### src/tmr8_consts.svh
// constants of the 8-bit timer/counter with one compare channel
// Overview of operation
// - clock select zero stops the counter
// - each tick clears, increments or decrements once
// - cpu access anytime; cpu write beats counting
// - 8-bit equality sets compare flag next tick
// - compare irq needs flag, enable, global enable
// - flag clears on service or written one
// - pwm modes double buffer compare value
// - cpu reaches buffer or active copy
// - force strobe acts like match, no flag; ignored in pwm modes
// - counter write blocks match next tick
// - output state resets to zero
// - output state kept across mode change
// - output action unbuffered, effective next match
// - nonzero action overrides port output value
// - action zero leaves output state unchanged
// - counting depends only on waveform mode
// - normal mode counts up, wraps FF to 00
// - overflow flag set as counter wraps to zero; in phase correct as it turns up at zero
// - overflow service clears overflow flag
// - counter gives top and bottom indications
// - clear-on-match clears at compare value
// - fast pwm counts bottom to max, restarts
// - phase correct counts up then down
`ifndef TMR8_CONSTS_SVH
`define TMR8_CONSTS_SVH
`define TMR8_OFF_CTRL 8'h00
`define TMR8_OFF_CNT  8'h04
`define TMR8_OFF_CMP  8'h08
`define TMR8_OFF_FLAG 8'h0C
`define TMR8_OFF_IEN  8'h10
`define TMR8_CS_F     2:0
`define TMR8_WGM_F    4:3
`define TMR8_COM_F    6:5
`define TMR8_FOC_B    7
`define TMR8_OVF_B    0
`define TMR8_CMPF_B   1
`define TMR8_CTRL_RST 8'h00
`define TMR8_CNT_RST  8'h00
`define TMR8_MAX      8'hFF
`define TMR8_BOTTOM   8'h00
`endif

### src/tmr8_pkg.sv
// types of the 8-bit timer/counter
package tmr8_pkg;
  typedef enum logic [1:0] {
    TMR8_NORMAL = 2'h0,
    TMR8_PCPWM  = 2'h1,
    TMR8_CTC    = 2'h2,
    TMR8_FAST   = 2'h3
  } tmr8_mode_t;
endpackage

### src/tmr8_unit_if.sv
// signals shared by the timer core, its counter and its output unit
`timescale 1ns/1ns
interface tmr8_unit_if;
  import tmr8_pkg::*;
  logic       tick;
  tmr8_mode_t mode;
  logic [7:0] ocr;
  logic       wr;
  logic [7:0] wdata;
  logic [7:0] cnt;
  logic       down;
  logic       at_max;
  logic       at_bottom;
  logic       hit;
  logic       force_cmp;
  logic [1:0] action;
  modport core (output tick, mode, ocr, wr, wdata, hit, force_cmp, action,
                input cnt, down, at_max, at_bottom);
  modport ctr (input tick, mode, ocr, wr, wdata,
               output cnt, down, at_max, at_bottom);
  modport wave (input tick, mode, hit, force_cmp, action, down, at_max);
endinterface

### src/tmr8_timer.sv
// 8-bit timer/counter top: apb registers, compare, flags, pin override
`timescale 1ns/1ns
`include "tmr8_consts.svh"
module tmr8_timer
  import tmr8_pkg::*;
(
  input  wire logic        ref_clk_i,
  input  wire logic        rst_i,
  input  wire logic        psel_i,
  input  wire logic        penable_i,
  input  wire logic        pwrite_i,
  input  wire logic [7:0]  paddr_i,
  input  wire logic [31:0] pwdata_i,
  output logic [31:0]      prdata_o,
  output logic             pready_o,
  output logic             pslverr_o,
  input  wire logic        ext_tick_i,
  input  wire logic        global_irq_en_i,
  input  wire logic        cmp_irq_ack_i,
  input  wire logic        ovf_irq_ack_i,
  output logic             cmp_irq_o,
  output logic             ovf_irq_o,
  input  wire logic        port_out_i,
  input  wire logic        output_pin_direction_i,
  output logic             pin_o,
  output logic             pin_oe_o,
  output logic             compare_output_o
);

  //////////////////////////////////////////////////////////////////////
  // bus decode

  function automatic logic [4:0] reg_sel(input logic [7:0] a);
    reg_sel = 5'h00;
    case (a)
      `TMR8_OFF_CTRL: reg_sel = 5'h01;
      `TMR8_OFF_CNT:  reg_sel = 5'h02;
      `TMR8_OFF_CMP:  reg_sel = 5'h04;
      `TMR8_OFF_FLAG: reg_sel = 5'h08;
      `TMR8_OFF_IEN:  reg_sel = 5'h10;
      default:        reg_sel = 5'h00;
    endcase
  endfunction

  tmr8_unit_if u ();

  logic [7:0]  ctrl_reg;
  logic [7:0]  ocr_act_reg;
  logic [7:0]  ocr_buf_reg;
  logic        ovf_flag_reg;
  logic        cmp_flag_reg;
  logic        ovf_ien_reg;
  logic        cmp_ien_reg;
  logic        blk_reg;
  logic [31:0] prdata_reg;
  logic [4:0]  wsel;
  logic [4:0]  rsel;
  logic        acc;
  logic        wr_en;
  logic        setup;
  logic        pwm;
  logic        eq;
  logic        upd;
  logic        ovf_set;
  logic        cmp_set;
  logic [7:0]  rd_byte;

  assign acc      = psel_i && penable_i;
  assign wr_en    = acc && pwrite_i;
  assign setup    = psel_i && !penable_i;
  assign wsel     = wr_en ? reg_sel(paddr_i) : 5'h00;
  assign rsel     = reg_sel(paddr_i);
  assign pready_o = acc;
  assign pslverr_o = acc && (rsel == 5'h00);
  assign prdata_o = prdata_reg;

  //////////////////////////////////////////////////////////////////////
  // control and core links

  assign pwm = (u.mode == TMR8_FAST) || (u.mode == TMR8_PCPWM);

  assign u.mode      = tmr8_mode_t'(ctrl_reg[`TMR8_WGM_F]);
  assign u.action    = ctrl_reg[`TMR8_COM_F];
  assign u.tick      = (ctrl_reg[`TMR8_CS_F] != 3'h0) && ext_tick_i;
  assign u.ocr       = ocr_act_reg;
  assign u.wr        = wsel[1];
  assign u.wdata     = pwdata_i[7:0];
  assign u.force_cmp = wsel[0] && pwdata_i[`TMR8_FOC_B] && !pwm;

  always_ff @(posedge ref_clk_i or posedge rst_i) begin
    if (rst_i) begin
      ctrl_reg <= `TMR8_CTRL_RST;
    end else if (wsel[0]) begin
      ctrl_reg <= {1'b0, pwdata_i[6:0]};
    end
  end

  always_ff @(posedge ref_clk_i or posedge rst_i) begin
    if (rst_i) begin
      ovf_ien_reg <= 1'b0;
      cmp_ien_reg <= 1'b0;
    end else if (wsel[4]) begin
      ovf_ien_reg <= pwdata_i[`TMR8_OVF_B];
      cmp_ien_reg <= pwdata_i[`TMR8_CMPF_B];
    end
  end

  tmr8_counter counter_u (
    .ref_clk_i (ref_clk_i),
    .rst_i     (rst_i),
    .u         (u.ctr)
  );

  tmr8_wave wave_u (
    .ref_clk_i (ref_clk_i),
    .rst_i     (rst_i),
    .u         (u.wave),
    .oc_o      (compare_output_o)
  );

  //////////////////////////////////////////////////////////////////////
  // comparator and match blocking

  assign eq    = (u.cnt == ocr_act_reg);
  assign u.hit = u.tick && eq && !blk_reg;

  // a counter write arms the block until the next tick has passed
  always_ff @(posedge ref_clk_i or posedge rst_i) begin
    if (rst_i) begin
      blk_reg <= 1'b0;
    end else if (u.wr) begin
      blk_reg <= 1'b1;
    end else if (u.tick) begin
      blk_reg <= 1'b0;
    end
  end

  //////////////////////////////////////////////////////////////////////
  // compare value, buffered in pwm modes

  // fast pwm reloads at bottom, phase correct at top; both follow max
  assign upd = pwm && u.tick && u.at_max;

  always_ff @(posedge ref_clk_i or posedge rst_i) begin
    if (rst_i) begin
      ocr_buf_reg <= 8'h00;
    end else if (wsel[2]) begin
      ocr_buf_reg <= pwdata_i[7:0];
    end
  end

  always_ff @(posedge ref_clk_i or posedge rst_i) begin
    if (rst_i) begin
      ocr_act_reg <= 8'h00;
    end else if (wsel[2] && !pwm) begin
      ocr_act_reg <= pwdata_i[7:0];
    end else if (upd) begin
      ocr_act_reg <= ocr_buf_reg;
    end
  end

  //////////////////////////////////////////////////////////////////////
  // flags and interrupt requests

  always_comb begin
    ovf_set = 1'b0;
    if (u.tick && !u.wr) begin
      if (u.mode == TMR8_PCPWM) begin
        ovf_set = u.at_bottom && u.down;
      end else if (u.mode == TMR8_CTC) begin
        ovf_set = u.at_max && !eq;
      end else begin
        ovf_set = u.at_max;
      end
    end
  end

  assign cmp_set = u.hit && !(u.mode == TMR8_CTC && u.wr);

  // set wins over any clear in the same cycle
  always_ff @(posedge ref_clk_i or posedge rst_i) begin
    if (rst_i) begin
      ovf_flag_reg <= 1'b0;
    end else if (ovf_set) begin
      ovf_flag_reg <= 1'b1;
    end else if (ovf_irq_ack_i || (wsel[3] && pwdata_i[`TMR8_OVF_B])) begin
      ovf_flag_reg <= 1'b0;
    end
  end

  always_ff @(posedge ref_clk_i or posedge rst_i) begin
    if (rst_i) begin
      cmp_flag_reg <= 1'b0;
    end else if (cmp_set) begin
      cmp_flag_reg <= 1'b1;
    end else if (cmp_irq_ack_i || (wsel[3] && pwdata_i[`TMR8_CMPF_B])) begin
      cmp_flag_reg <= 1'b0;
    end
  end

  assign cmp_irq_o = cmp_flag_reg && cmp_ien_reg && global_irq_en_i;
  assign ovf_irq_o = ovf_flag_reg && ovf_ien_reg && global_irq_en_i;

  //////////////////////////////////////////////////////////////////////
  // port pin override

  assign pin_o    = (u.action != 2'h0) ? compare_output_o : port_out_i;
  assign pin_oe_o = output_pin_direction_i;

  //////////////////////////////////////////////////////////////////////
  // read data, captured in the setup phase

  always_comb begin
    rd_byte = 8'h00;
    case (rsel)
      5'h01: rd_byte = {1'b0, ctrl_reg[6:0]};
      5'h02: rd_byte = u.cnt;
      5'h04: rd_byte = pwm ? ocr_buf_reg : ocr_act_reg;
      5'h08: rd_byte = {6'h00, cmp_flag_reg, ovf_flag_reg};
      5'h10: rd_byte = {6'h00, cmp_ien_reg, ovf_ien_reg};
      default: rd_byte = 8'h00;
    endcase
  end

  always_ff @(posedge ref_clk_i or posedge rst_i) begin
    if (rst_i) begin
      prdata_reg <= 32'h0000_0000;
    end else if (setup && !pwrite_i) begin
      prdata_reg <= {24'h00_0000, rd_byte};
    end
  end
endmodule

### src/tmr8_counter.sv
// bidirectional 8-bit counter unit
`timescale 1ns/1ns
`include "tmr8_consts.svh"
module tmr8_counter
  import tmr8_pkg::*;
(
  input  wire logic ref_clk_i,
  input  wire logic rst_i,
  tmr8_unit_if.ctr  u
);
  logic [7:0] cnt_reg;
  logic       down_reg;
  logic       down_next;

  assign u.cnt       = cnt_reg;
  assign u.down      = down_reg;
  assign u.at_max    = (cnt_reg == `TMR8_MAX);
  assign u.at_bottom = (cnt_reg == `TMR8_BOTTOM);

  // dual slope turns at max and at bottom
  always_comb begin
    down_next = down_reg;
    if (u.at_max) begin
      down_next = 1'b1;
    end else if (u.at_bottom) begin
      down_next = 1'b0;
    end
  end

  always_ff @(posedge ref_clk_i or posedge rst_i) begin
    if (rst_i) begin
      cnt_reg <= `TMR8_CNT_RST;
    end else if (u.wr) begin
      cnt_reg <= u.wdata;
    end else if (u.tick) begin
      case (u.mode)
        TMR8_CTC: cnt_reg <= (cnt_reg == u.ocr) ? `TMR8_BOTTOM : cnt_reg + 8'h01;
        TMR8_PCPWM: cnt_reg <= down_next ? cnt_reg - 8'h01 : cnt_reg + 8'h01;
        default: cnt_reg <= cnt_reg + 8'h01;
      endcase
    end
  end

  always_ff @(posedge ref_clk_i or posedge rst_i) begin
    if (rst_i) begin
      down_reg <= 1'b0;
    end else if (u.mode != TMR8_PCPWM) begin
      down_reg <= 1'b0;
    end else if (u.tick && !u.wr) begin
      down_reg <= down_next;
    end
  end
endmodule

### src/tmr8_wave.sv
// waveform generator holding the compare output state
`timescale 1ns/1ns
`include "tmr8_consts.svh"
module tmr8_wave
  import tmr8_pkg::*;
(
  input  wire logic ref_clk_i,
  input  wire logic rst_i,
  tmr8_unit_if.wave u,
  output logic      oc_o
);
  logic oc_reg;
  logic oc_next;
  logic pol;

  assign oc_o = oc_reg;
  assign pol  = u.action[0];

  always_comb begin
    oc_next = oc_reg;
    case (u.mode)
      TMR8_NORMAL, TMR8_CTC: begin
        if (u.hit || u.force_cmp) begin
          case (u.action)
            2'h1: oc_next = ~oc_reg;
            2'h2: oc_next = 1'b0;
            2'h3: oc_next = 1'b1;
            default: oc_next = oc_reg;
          endcase
        end
      end
      TMR8_FAST: begin
        if (u.action[1] && u.tick && u.at_max) begin
          oc_next = ~pol;
        end else if (u.action[1] && u.hit) begin
          oc_next = pol;
        end else if (u.action == 2'h1 && u.hit) begin
          oc_next = ~oc_reg;
        end
      end
      TMR8_PCPWM: begin
        if (u.action[1] && u.hit) begin
          oc_next = u.down ? ~pol : pol;
        end
      end
      default: oc_next = oc_reg;
    endcase
  end

  // mode changes never touch the state
  always_ff @(posedge ref_clk_i or posedge rst_i) begin
    if (rst_i) begin
      oc_reg <= 1'b0;
    end else begin
      oc_reg <= oc_next;
    end
  end
endmodule

### config.mk
export PLATFORM = sky130hd
export DESIGN_NAME = tmr8_timer
export DESIGN_NICKNAME = d
export VERILOG_FILES = /design/src/tmr8_pkg.sv /design/src/tmr8_unit_if.sv /design/src/tmr8_timer.sv /design/src/tmr8_counter.sv /design/src/tmr8_wave.sv
export VERILOG_INCLUDE_DIRS = /design/src
export SDC_FILE = /design/constraint.sdc
export NUM_CORES = 1
export LEC_CHECK = 0
export BUFFER_PORTS_ARGS = -buffer_cell sky130_fd_sc_hd__buf_2
export CAP_MARGIN = 20
export CORE_MARGIN = 4
export CORE_UTILIZATION = 50
export CTS_BUF_LIST = sky130_fd_sc_hd__clkbuf_4
export DETAILED_ROUTE_END_ITERATION = 10
export MAX_ROUTING_LAYER = met4
export PLACE_DENSITY = 0.84
export SLEW_MARGIN = 30
export SYNTH_ARGS = -nofsm -noshare
export SYNTH_HDL_FRONTEND = slang
export SYNTH_SLANG_ARGS = --single-unit
### constraint.sdc
create_clock -name ref_clk_i -period 6.5 [get_ports ref_clk_i]
set_input_delay 1.3 -clock ref_clk_i [delete_from_list [all_inputs] [get_ports ref_clk_i]]
set_output_delay 1.3 -clock ref_clk_i [all_outputs]
set_load 0.005 [all_outputs]
# Word level (Yosys, flattened, before mapping)
# Cells that the tools add are included.
[classes] add_sub_neg=2 eq_ne=22 n_mux=33 n_bitwise=2 n_reduce_logical=52
[ops] cell="$mux W8" n=7
[ops] cell="$pmux W8 S5" n=1
[ops] cell="$logic_and A1 B1 Y1" n=28
[ops] cell="$pmux W5 S5" n=1
[ops] cell="$mux W1" n=20
[ops] cell="$eq A8 B4 Y1 const B" n=2
[ops] cell="$logic_not A8 Y1" n=2
[ops] cell="$pmux W8 S2" n=1
[ops] cell="$reduce_bool A2 Y1" n=6
[ops] cell="$add A8 B1 Y8 const B" n=1
[ops] cell="$eq A2 B2 Y1 const B" n=4
[ops] cell="$eq A8 B3 Y1 const B" n=1
[ops] cell="$eq A8 B5 Y1 const B" n=1
[ops] cell="$eq A8 B8 Y1" n=1
[ops] cell="$eq A8 B8 Y1 const B" n=1
[ops] cell="$sub A8 B1 Y8 const B" n=1
[ops] cell="$logic_not A1 Y1" n=7
[ops] cell="$ne A2 B1 Y1 const B" n=3
[ops] cell="$pmux W1 S3" n=2
[ops] cell="$eq A5 B1 Y1 const B" n=1
[ops] cell="$eq A5 B2 Y1 const B" n=1
[ops] cell="$eq A5 B3 Y1 const B" n=1
[ops] cell="$eq A5 B4 Y1 const B" n=1
[ops] cell="$eq A5 B5 Y1 const B" n=1
[ops] cell="11 further kinds" n=16
[word_totals] regBits=46 output_inout_bits=39 word_cells=123

# Depth between registers and ports, before layout
# Gate-level depths: netlist of run 1.
[logic_depth] ltp_word=9 depth_mapped=9

# Modules after synthesis
# From an unflattened synthesis of run 1, not the netlist that was laid out.
[unflattened] cells_unflattened=374 hier_area_um2=3447.1
[modules_own_cells] mod="tmr8_timer" instances=1 cells_per_inst=222 area_per_inst_um2=2280.9 seq_area_each_um2=900.9
[modules_own_cells] mod="tmr8_counter" instances=1 cells_per_inst=131 area_per_inst_um2=1014.7 seq_area_each_um2=225.2
[modules_own_cells] mod="tmr8_wave" instances=1 cells_per_inst=21 area_per_inst_um2=151.4 seq_area_each_um2=25.0

# Worst setup path after synthesis of run 1
# No wires, ideal clock.
[synth_timing] path_type="input to output" startpoint="input port paddr_i[0]" endpoint="output port pslverr_o" arrival_time_ns=2.272 required_ns=5.200 slack_ns=2.928 path_stages=4 path_cell_list="or4_4 buf_6 nor2_1 a21boi_0"
[synth_via] elab_chain_len=4
[synth_rtl] item="from (decl)" line_no="tmr8_timer.sv:12" rtl="input wire logic [7:0] paddr_i,"
[synth_rtl] item="$eq A8 B5 Y1, or another cell as far along" line_no="tmr8_timer.sv:35" rtl="case (a)"
[synth_rtl] item="$pmux W5 S5 (*)" line_no="tmr8_timer.sv:35"
[synth_rtl] item="$logic_not A5 Y1 (*)" line_no="tmr8_timer.sv:74" rtl="assign pslverr_o = acc && (rsel == 5'h00);"
[synth_rtl] item="$logic_and A1 B1 Y1 (*)" line_no="tmr8_timer.sv:74"
[synth_rtl] item="to (decl)" line_no="tmr8_timer.sv:16" rtl="output logic pslverr_o,"
# Mark *: on every way between the ends. The rest lies on a longest branch, timed or not.

# Final worst setup path of run 1
# Same ends and word-level chain as after synthesis.

==> impl_table.tex, run 1 <==
\begin{tabular}{lr}
\hline
Metric & Value \\
\hline
\multicolumn{2}{l}{\textbf{Synth}} \\
Most common cell in the synthesized netlist & sky130\_fd\_sc\_hd\_\_nand2\_1 \\
Number of different library cells in the post-synthesis netlist & 55 \\
Asr flop ratio synth & 100\% \\
Most used flip-flop cell after synthesis & sky130\_fd\_sc\_hd\_\_dfrtp\_1 \\
Synthesized instance count & 370 \\
Flop and latch count out of synthesis & 46 \\
Netlist Area Pre-Place & 3230 sq um \\
Cell types with the largest area share after synthesis & sky130\_fd\_sc\_hd\_\_dfrtp\_1, sky130\_fd\_sc\_hd\_\_buf\_4, sky130\_fd\_sc\_hd\_\_nand2\_1, sky130\_fd\_sc\_hd\_\_mux2\_2, sky130\_fd\_sc\_hd\_\_a21oi\_1 \\
Area share of the leading cell type in the synthesized netlist & 35.6\% \\
Cell types with the highest counts after synthesis & sky130\_fd\_sc\_hd\_\_nand2\_1, sky130\_fd\_sc\_hd\_\_dfrtp\_1, sky130\_fd\_sc\_hd\_\_a21oi\_1 \\
Sequential element share of the synthesized area & 35.6\% \\
Synthesized area per cell & 8.73 sq um \\
Number of flops mapped to enable cells by yosys & 0 \\
Largest area contributor in the netlist & sky130\_fd\_sc\_hd\_\_dfrtp\_1 \\
Warnings, synthesis & 0 \\
\multicolumn{2}{l}{\textbf{Cells and area}} \\
Post-synthesis to final-layout area growth & 5.23\% \\
Diode insertion count for antenna repair & 0 \\
Fraction of layout instances using a drive strength above 1 & 19.8\% \\
Sequential cell area & 1150 sq um \\
FILL cells & 579 \\
Number of nets in the layout & 455 \\
Multi-input logic area & 1840 sq um \\
\multicolumn{2}{l}{\textbf{Setup path}} \\
Data arrival time of the critical path & 2.55 ns \\
Critical path peak fanout & 5 \\
Type of destination of the critical path & output port \\
Setup Crit Path Kind & in -> out \\
Required arrival time at the worst endpoint & 5.20 ns \\
Kind of launch point of the worst setup path & input port \\
\multicolumn{2}{l}{\textbf{Power}} \\
Leak & 1.52 nW \\
Final Total Pwr & 0.000689 W \\
Power density normalized to cell area & 203 nW/um\^{}2 \\
VDD IR max & 0.101 mV \\
\multicolumn{2}{l}{\textbf{Die}} \\
Initial Utilization & 51.1\% \\
I/O pins & 90 \\
Die outline area & 7810 sq um \\
Number of standard-cell rows in the floorplan & 29 \\
X dimension of the die & 88.4 um \\
Total core area & 6310 sq um \\
Die Y-Extent & 88.4 um \\
\multicolumn{2}{l}{\textbf{CTS}} \\
Number of instances resized during post-cts repair & 0 \\
Number of setup buffers added after CTS & 0 \\
Number of buffers inserted for hold repair after clock tree synthesis & 0 \\
Htree depth & 2 \\
Clock sink total & 46 \\
Clock buffers created by TritonCTS & 5 \\
CTS tree & done \\
Clock network latency to the later pin of the worst-skew pair & 0.37 ns \\
Clock input transition at the sequential cells of the worst setup and hold paths & 0.15 ns \\
Root Buffer Master & sky130\_fd\_sc\_hd\_\_clkbuf\_4 \\
Clock Path Buffers & 2 \\
\multicolumn{2}{l}{\textbf{Placed design}} \\
GPL Wtd Cong & 0.933 \\
Hpwl dp & 6.04 mm \\
Number of input and output port buffers inserted & 39 \\
Worst slack at placement & 2.64 ns \\
\multicolumn{2}{l}{\textbf{Min path}} \\
Hold Crit Class & reg -> reg \\
\multicolumn{2}{l}{\textbf{Drt}} \\
Total vias in the final route & 2903 \\
DRC Markers & 0 \\
Total met3 wirelength after detailed routing & 596 um \\
Detail Route Antenna Nets & 0 \\
Met2 Wirelength & 3.86 mm \\
Iteration-0 DRC count of the detailed router & 283 \\
Wire length reported by the detailed router & 8.13 mm \\
WL met1 & 3.45 mm \\
Number of detailed-route iterations in the first pass & 5 \\
Drt via density & 6.11 \\
Average detailed-routed wire length per instance & 17.1 um \\
Top layer used by detailed routing & met4 \\
\multicolumn{2}{l}{\textbf{STA}} \\
Slew Limit Fails & 0 \\
Share of the cycle needed by the critical path after routing & 59.2\% \\
Fmax & 260 MHz \\
Total setup violations reported at the end of the flow & 0 \\
Least setup slack across all paths after layout & 2.65 ns \\
RSZ-0062 raised after global routing & no \\
Post-Route Hold Slack & 0.538 ns \\
Worst Tran Pin Value & 0.984 ns \\
Final hold violation count & 0 \\
Rel. slew slack & 34.2\% \\
Post-route setup TNS & 0 ns \\
Clk\_skew & 0.0131 ns \\
Min Clock Period, post-route & 3.85 ns \\
\multicolumn{2}{l}{\textbf{GRT}} \\
Congestion Overflow GR & 0 \\
Largest net degree at the start of global routing & 47 \\
Number of antenna violations at the first check in global routing & 0 \\
GRT Util Overall & 21.8\% \\
Via count of the first global-routing pass & 2608 \\
Global-route wire length before repair & 12.9 mm \\
\multicolumn{2}{l}{\textbf{Job}} \\
Number of maximum-capacitance constraint violations & 0 \\
\multicolumn{2}{l}{\textbf{Outcome}} \\
Outcome & finished clean \\
\hline
\end{tabular}
[critical path, cell delays in order]
cell	delay, ns
sky130_fd_sc_hd__buf_2	0.09
sky130_fd_sc_hd__or4_4	0.61
sky130_fd_sc_hd__nor2_1	0.26
sky130_fd_sc_hd__a21boi_0	0.13
sky130_fd_sc_hd__buf_2	0.15
[cell type report]
class	count	area share (%)
clock buffer	5	1.10
sequential	46	33.9
tap	77	2.84
timing repair buffer	41	6.19
inverter	12	1.36
multi-input combinational	291	54.0
clock inverter	3	0.626
[cell usage in the layout (no fill, tap or decap), drive strengths merged, types with 3 or more instances in the layout]
| master | n |
|---|---|
| nand3 | 10 |
| a221oi | 8 |
| a21oi | 33 |
| mux2i | 4 |
| a31oi | 7 |
| or3 | 3 |
| inv | 11 |
| a211oi | 3 |
| and3 | 10 |
| nand2 | 48 |
| ha | 7 |
| nor3 | 11 |
| nand4 | 3 |
| conb | 24 |
| mux2 | 15 |
| dfrtp | 46 |
| o21ai | 15 |
| clkbuf | 5 |
| nor3b | 3 |
| buf | 41 |
| o31ai | 3 |
| nor2 | 26 |
| clkinv | 3 |
| nor4 | 3 |
| xnor2 | 12 |
| o211ai | 5 |
| a22oi | 7 |
[through the flow]
| stage | instances | area, sq um | utilization (%) |
|---|---|---|---|
| 6_report | 475 | 3400 | 53.8 |
| 5_1_grt | 475 | 3400 | 53.8 |
| 4_1_cts | 475 | 3400 | 53.8 |
| 3_5_place_dp | 467 | 3340 | 52.9 |
| 3_3_place_gp | 467 | 3340 | 52.9 |
| 2_1_floorplan | 393 | 3320 | - |
[cells by family (layout without fill, tap and decap cells)]
logic type,after synthesis,count (layout),synth area share (%)
flops,46,46,35.6
compound gates,94,94,18.9
buf+inv,56,61,10.2
mux,19,19,6.47
other cells,1,24,0.116
xor+xnor,14,14,3.80
simple gates,133,133,22.2
fa+ha+maj,7,7,2.71
[per-layer routing]
layer  track usage, %  vias to the layer above
li1                 -                     1330
met1             29.2                     1409
met2             32.9                      139
met3             3.26                       25
met4             9.48                        0
met5                -                        -
[where the power goes]
group          switching (W)  internal [W]
clock network      0.0000973     0.0000422
logic              0.0000984     0.0000884
registers          0.0000523      0.000311
total               0.000248      0.000441
[worst paths after layout]
kind / start / endpoint / depth (start not counted) / slack, ns
max: paddr_i[0] / pslverr_o / 5 / 2.65
min: prdata_o[3]$_DFFE_PP0P_ / prdata_o[3]$_DFFE_PP0P_ / 2 / 0.54
max reg2reg: ctrl_reg[4]$_DFFE_PP0P_ / ocr_act_reg[2]$_DFFE_PP0P_ / 6 / 3.82
min reg2reg: prdata_o[3]$_DFFE_PP0P_ / prdata_o[3]$_DFFE_PP0P_ / 2 / 0.54
max in group asynchronous: rst_i / counter_u.u.cnt[1]$_DFFE_PP0P_ / 2 / 4.99
min in group asynchronous: rst_i / ctrl_reg[5]$_DFFE_PP0P_ / 2 / 1.04
(Power assumes the default switching activity.)
==> run 2: changes to the inputs <==
CORE_UTILIZATION = 49   (was 50)
PLACE_DENSITY = 0.86   (was 0.84)
clock period = 3.43 ns   (was 6.5 ns; I/O delays follow)
==> impl_table.tex, run 2 (synthesized netlist as in run 1, its figures left out) <==
\begin{tabular}{lr}
\hline
Metric & Value \\
\hline
\multicolumn{2}{l}{\textbf{CTS}} \\
Root Buffer Master & sky130\_fd\_sc\_hd\_\_clkbuf\_4 \\
Clock network latency to the later pin of the worst-skew pair & 0.37 ns (about the same) \\
Number of buffers inserted for hold repair after clock tree synthesis & 0 (unchanged) \\
Clock sink total & 46 (unchanged) \\
Clock Path Buffers & 2 (unchanged) \\
Htree depth & 2 (unchanged) \\
Number of setup buffers added after CTS & 0 (unchanged) \\
CTS tree & done \\
Clock input transition at the sequential cells of the worst setup and hold paths & 0.14 ns (about the same) \\
Clock buffers created by TritonCTS & 5 (unchanged) \\
Number of instances resized during post-cts repair & 0 (unchanged) \\
\multicolumn{2}{l}{\textbf{Placed design}} \\
GPL Wtd Cong & 0.953 (+2.1\%) \\
Number of input and output port buffers inserted & 39 (unchanged) \\
Total placed instance area & 3360 sq um (+0.67\%) \\
Worst slack at placement & 0.632 ns (-2.01 ns) \\
Hpwl dp & 6.23 mm (+3.1\%) \\
\multicolumn{2}{l}{\textbf{STA}} \\
Rel. slew slack & 46.5\% (+12 points) \\
RSZ-0062 raised after global routing & no \\
Post-route setup TNS & 0 ns (unchanged) \\
Least setup slack across all paths after layout & 0.738 ns (-1.91 ns) \\
Worst Tran Pin Value & 0.803 ns (-0.181 ns) \\
Final hold violation count & 0 (unchanged) \\
Fmax & 371 MHz \\
Clk\_skew & 0.00546 ns (-0.00767 ns) \\
Total setup violations reported at the end of the flow & 0 (unchanged) \\
Share of the cycle needed by the critical path after routing & 78.5\% \\
Post-Route Hold Slack & 0.405 ns (-0.133 ns) \\
Min Clock Period, post-route & 2.69 ns \\
Slew Limit Fails & 0 (unchanged) \\
\multicolumn{2}{l}{\textbf{Setup path}} \\
Type of destination of the critical path & flop \\
Crit path max-delay cell type & sky130\_fd\_sc\_hd\_\_a32oi\_1 \\
Data arrival time of the critical path & 2.95 ns (+0.40 ns) \\
Setup Crit Path Kind & reg -> reg \\
Critical path peak fanout & 8 (+3) \\
Delay of the slowest cell on the worst path & 0.57 ns (-0.04 ns) \\
Kind of launch point of the worst setup path & flop \\
Required arrival time at the worst endpoint & 3.68 ns (-1.52 ns) \\
List of cells traversed by the critical path & ha\_1, and4\_1, and4\_1, a32oi\_1, nor2\_1, a32oi\_1, nand3\_1 \\
\multicolumn{2}{l}{\textbf{Drt}} \\
DRC Markers & 0 (unchanged) \\
Detail Route Antenna Nets & 0 (unchanged) \\
Number of detailed-route iterations in the first pass & 6 (+1) \\
Total vias in the final route & 2932 (+1.0\%) \\
Iteration-0 DRC count of the detailed router & 288 (+1.8\%) \\
Drt via density & 6.13 (+0.37\%) \\
Average detailed-routed wire length per instance & 17.6 um (+2.8\%) \\
Wire length reported by the detailed router & 8.41 mm (+3.4\%) \\
\multicolumn{2}{l}{\textbf{Cells and area}} \\
Top library cells by usage in the layout, fill and taps aside & sky130\_fd\_sc\_hd\_\_nand2\_1, sky130\_fd\_sc\_hd\_\_dfrtp\_1, sky130\_fd\_sc\_hd\_\_buf\_2, sky130\_fd\_sc\_hd\_\_a21oi\_1, sky130\_fd\_sc\_hd\_\_nor2\_1 \\
Diode insertion count for antenna repair & 0 (unchanged) \\
Commonest non-fill, non-tap cell in the layout & sky130\_fd\_sc\_hd\_\_nand2\_1 \\
Post-route cell area & 3440 sq um (+1.2\%) \\
Number of nets in the layout & 458 (+0.66\%) \\
Post-synthesis to final-layout area growth & 6.51\% \\
Fraction of layout instances using a drive strength above 1 & 20.4\% (+0.60 points) \\
FILL cells & 609 (+5.2\%) \\
\multicolumn{2}{l}{\textbf{Job}} \\
Number of maximum-capacitance constraint violations & 0 (unchanged) \\
\multicolumn{2}{l}{\textbf{Die}} \\
Number of standard-cell rows in the floorplan & 29 (unchanged) \\
X dimension of the die & 89.2 um (+0.92\%) \\
Die Y-Extent & 89.2 um (+0.92\%) \\
I/O pins & 90 (unchanged) \\
Total core area & 6390 sq um (+1.1\%) \\
Die outline area & 7950 sq um (+1.9\%) \\
Initial Utilization & 50.6\% (-0.58 points) \\
\multicolumn{2}{l}{\textbf{Power}} \\
Power density normalized to cell area & 402 nW/um\^{}2 (+98\%) \\
VDD IR max & 0.292 mV (+190\%) \\
Leak & 1.55 nW (+2.0\%) \\
\multicolumn{2}{l}{\textbf{GRT}} \\
Congestion Overflow GR & 0 (unchanged) \\
Highest-utilization routing layer at the global route stage & met2 \\
GR Util met2 & 35.1\% (+2.2 points) \\
Via count of the first global-routing pass & 2673 (+2.5\%) \\
GR Util met1 & 29.1\% (-0.14 points) \\
Largest net degree at the start of global routing & 47 (unchanged) \\
Number of antenna violations at the first check in global routing & 0 (unchanged) \\
Met3 routing resource usage after global routing & 2.95\% (-0.31 points) \\
Global-route wire length before repair & 13.3 mm (+3.2\%) \\
GRT Util Overall & 22.2\% (+0.36 points) \\
\multicolumn{2}{l}{\textbf{Min path}} \\
Hold Crit Class & in -> async \\
\multicolumn{2}{l}{\textbf{Outcome}} \\
Outcome & finished clean \\
\hline
\end{tabular}
run 2: cell count changes in the layout (fill, tap and decap cells not counted):
| cell | delta |
|---|---|
| sky130_fd_sc_hd__clkinvlp_4 | -1 |
| sky130_fd_sc_hd__bufinv_16 | +1 |
| sky130_fd_sc_hd__buf_4 | +3 |
| sky130_fd_sc_hd__clkinv_4 | -1 |
| sky130_fd_sc_hd__clkinv_2 | +1 |
run 2: worst paths after layout:
kind / startpoint / to / slack [ns] / cells after the start
min reg2reg: prdata_o[3]$_DFFE_PP0P_ / prdata_o[3]$_DFFE_PP0P_ / 0.53 / 2
max reg2reg: counter_u.u.cnt[0]$_DFFE_PP0P_ / counter_u.u.cnt[4]$_DFFE_PP0P_ / 0.74 / 7
max: counter_u.u.cnt[0]$_DFFE_PP0P_ / counter_u.u.cnt[4]$_DFFE_PP0P_ / 0.74 / 7
max in group asynchronous: rst_i / ctrl_reg[0]$_DFFE_PP0P_ / 2.53 / 2
min: rst_i / ocr_buf_reg[4]$_DFFE_PP0P_ / 0.40 / 2
min in group ref_clk_i: prdata_o[3]$_DFFE_PP0P_ / prdata_o[3]$_DFFE_PP0P_ / 0.53 / 2
run 2: area by class of cell:
cell class	instances	area (sq um)	area share [%]
clock inverter	3	40.0	1.16
multi-input combinational	291	1840	53.4
timing repair buffer	44	233	6.77
clock buffer	5	37.5	1.09
tap	77	96.3	2.80
inverter	12	46.3	1.35
sequential	46	1150	33.5
run 2: metrics by stage:
stage | total power (W) | std cells | util, %
after floorplan | 0.000952 | 393 | -
after global placement | 0.00104 | 470 | 52.6
after detailed placement | 0.00105 | 470 | 52.6
after CTS | 0.00138 | 478 | 53.8
after global routing | 0.00146 | 478 | 53.9
final | 0.00138 | 478 | 53.9
run 2: routing by layer:
metal  vias up  routed length [um]
li1       1336                   -
met1      1401                3390
met2       171                4030
met3        24                 719
met4         0                 265
met5         -                   0
run 2: worst max-delay path: cells and delay by family (launching register included):
family	cells	cell delay, ns
DFF	1	0.54
AOI/OAI and AO/OA	2	0.81
adders and majority gates	1	0.32
and+or+nand+nor	4	0.89
run 2: where the power goes:
group          internal (W)  switching (W)  leakage, nW
logic              0.000169       0.000188        0.926
clock network      0.000151       0.000183       0.0450
registers          0.000589       0.000103        0.582
total              0.000909       0.000474         1.55
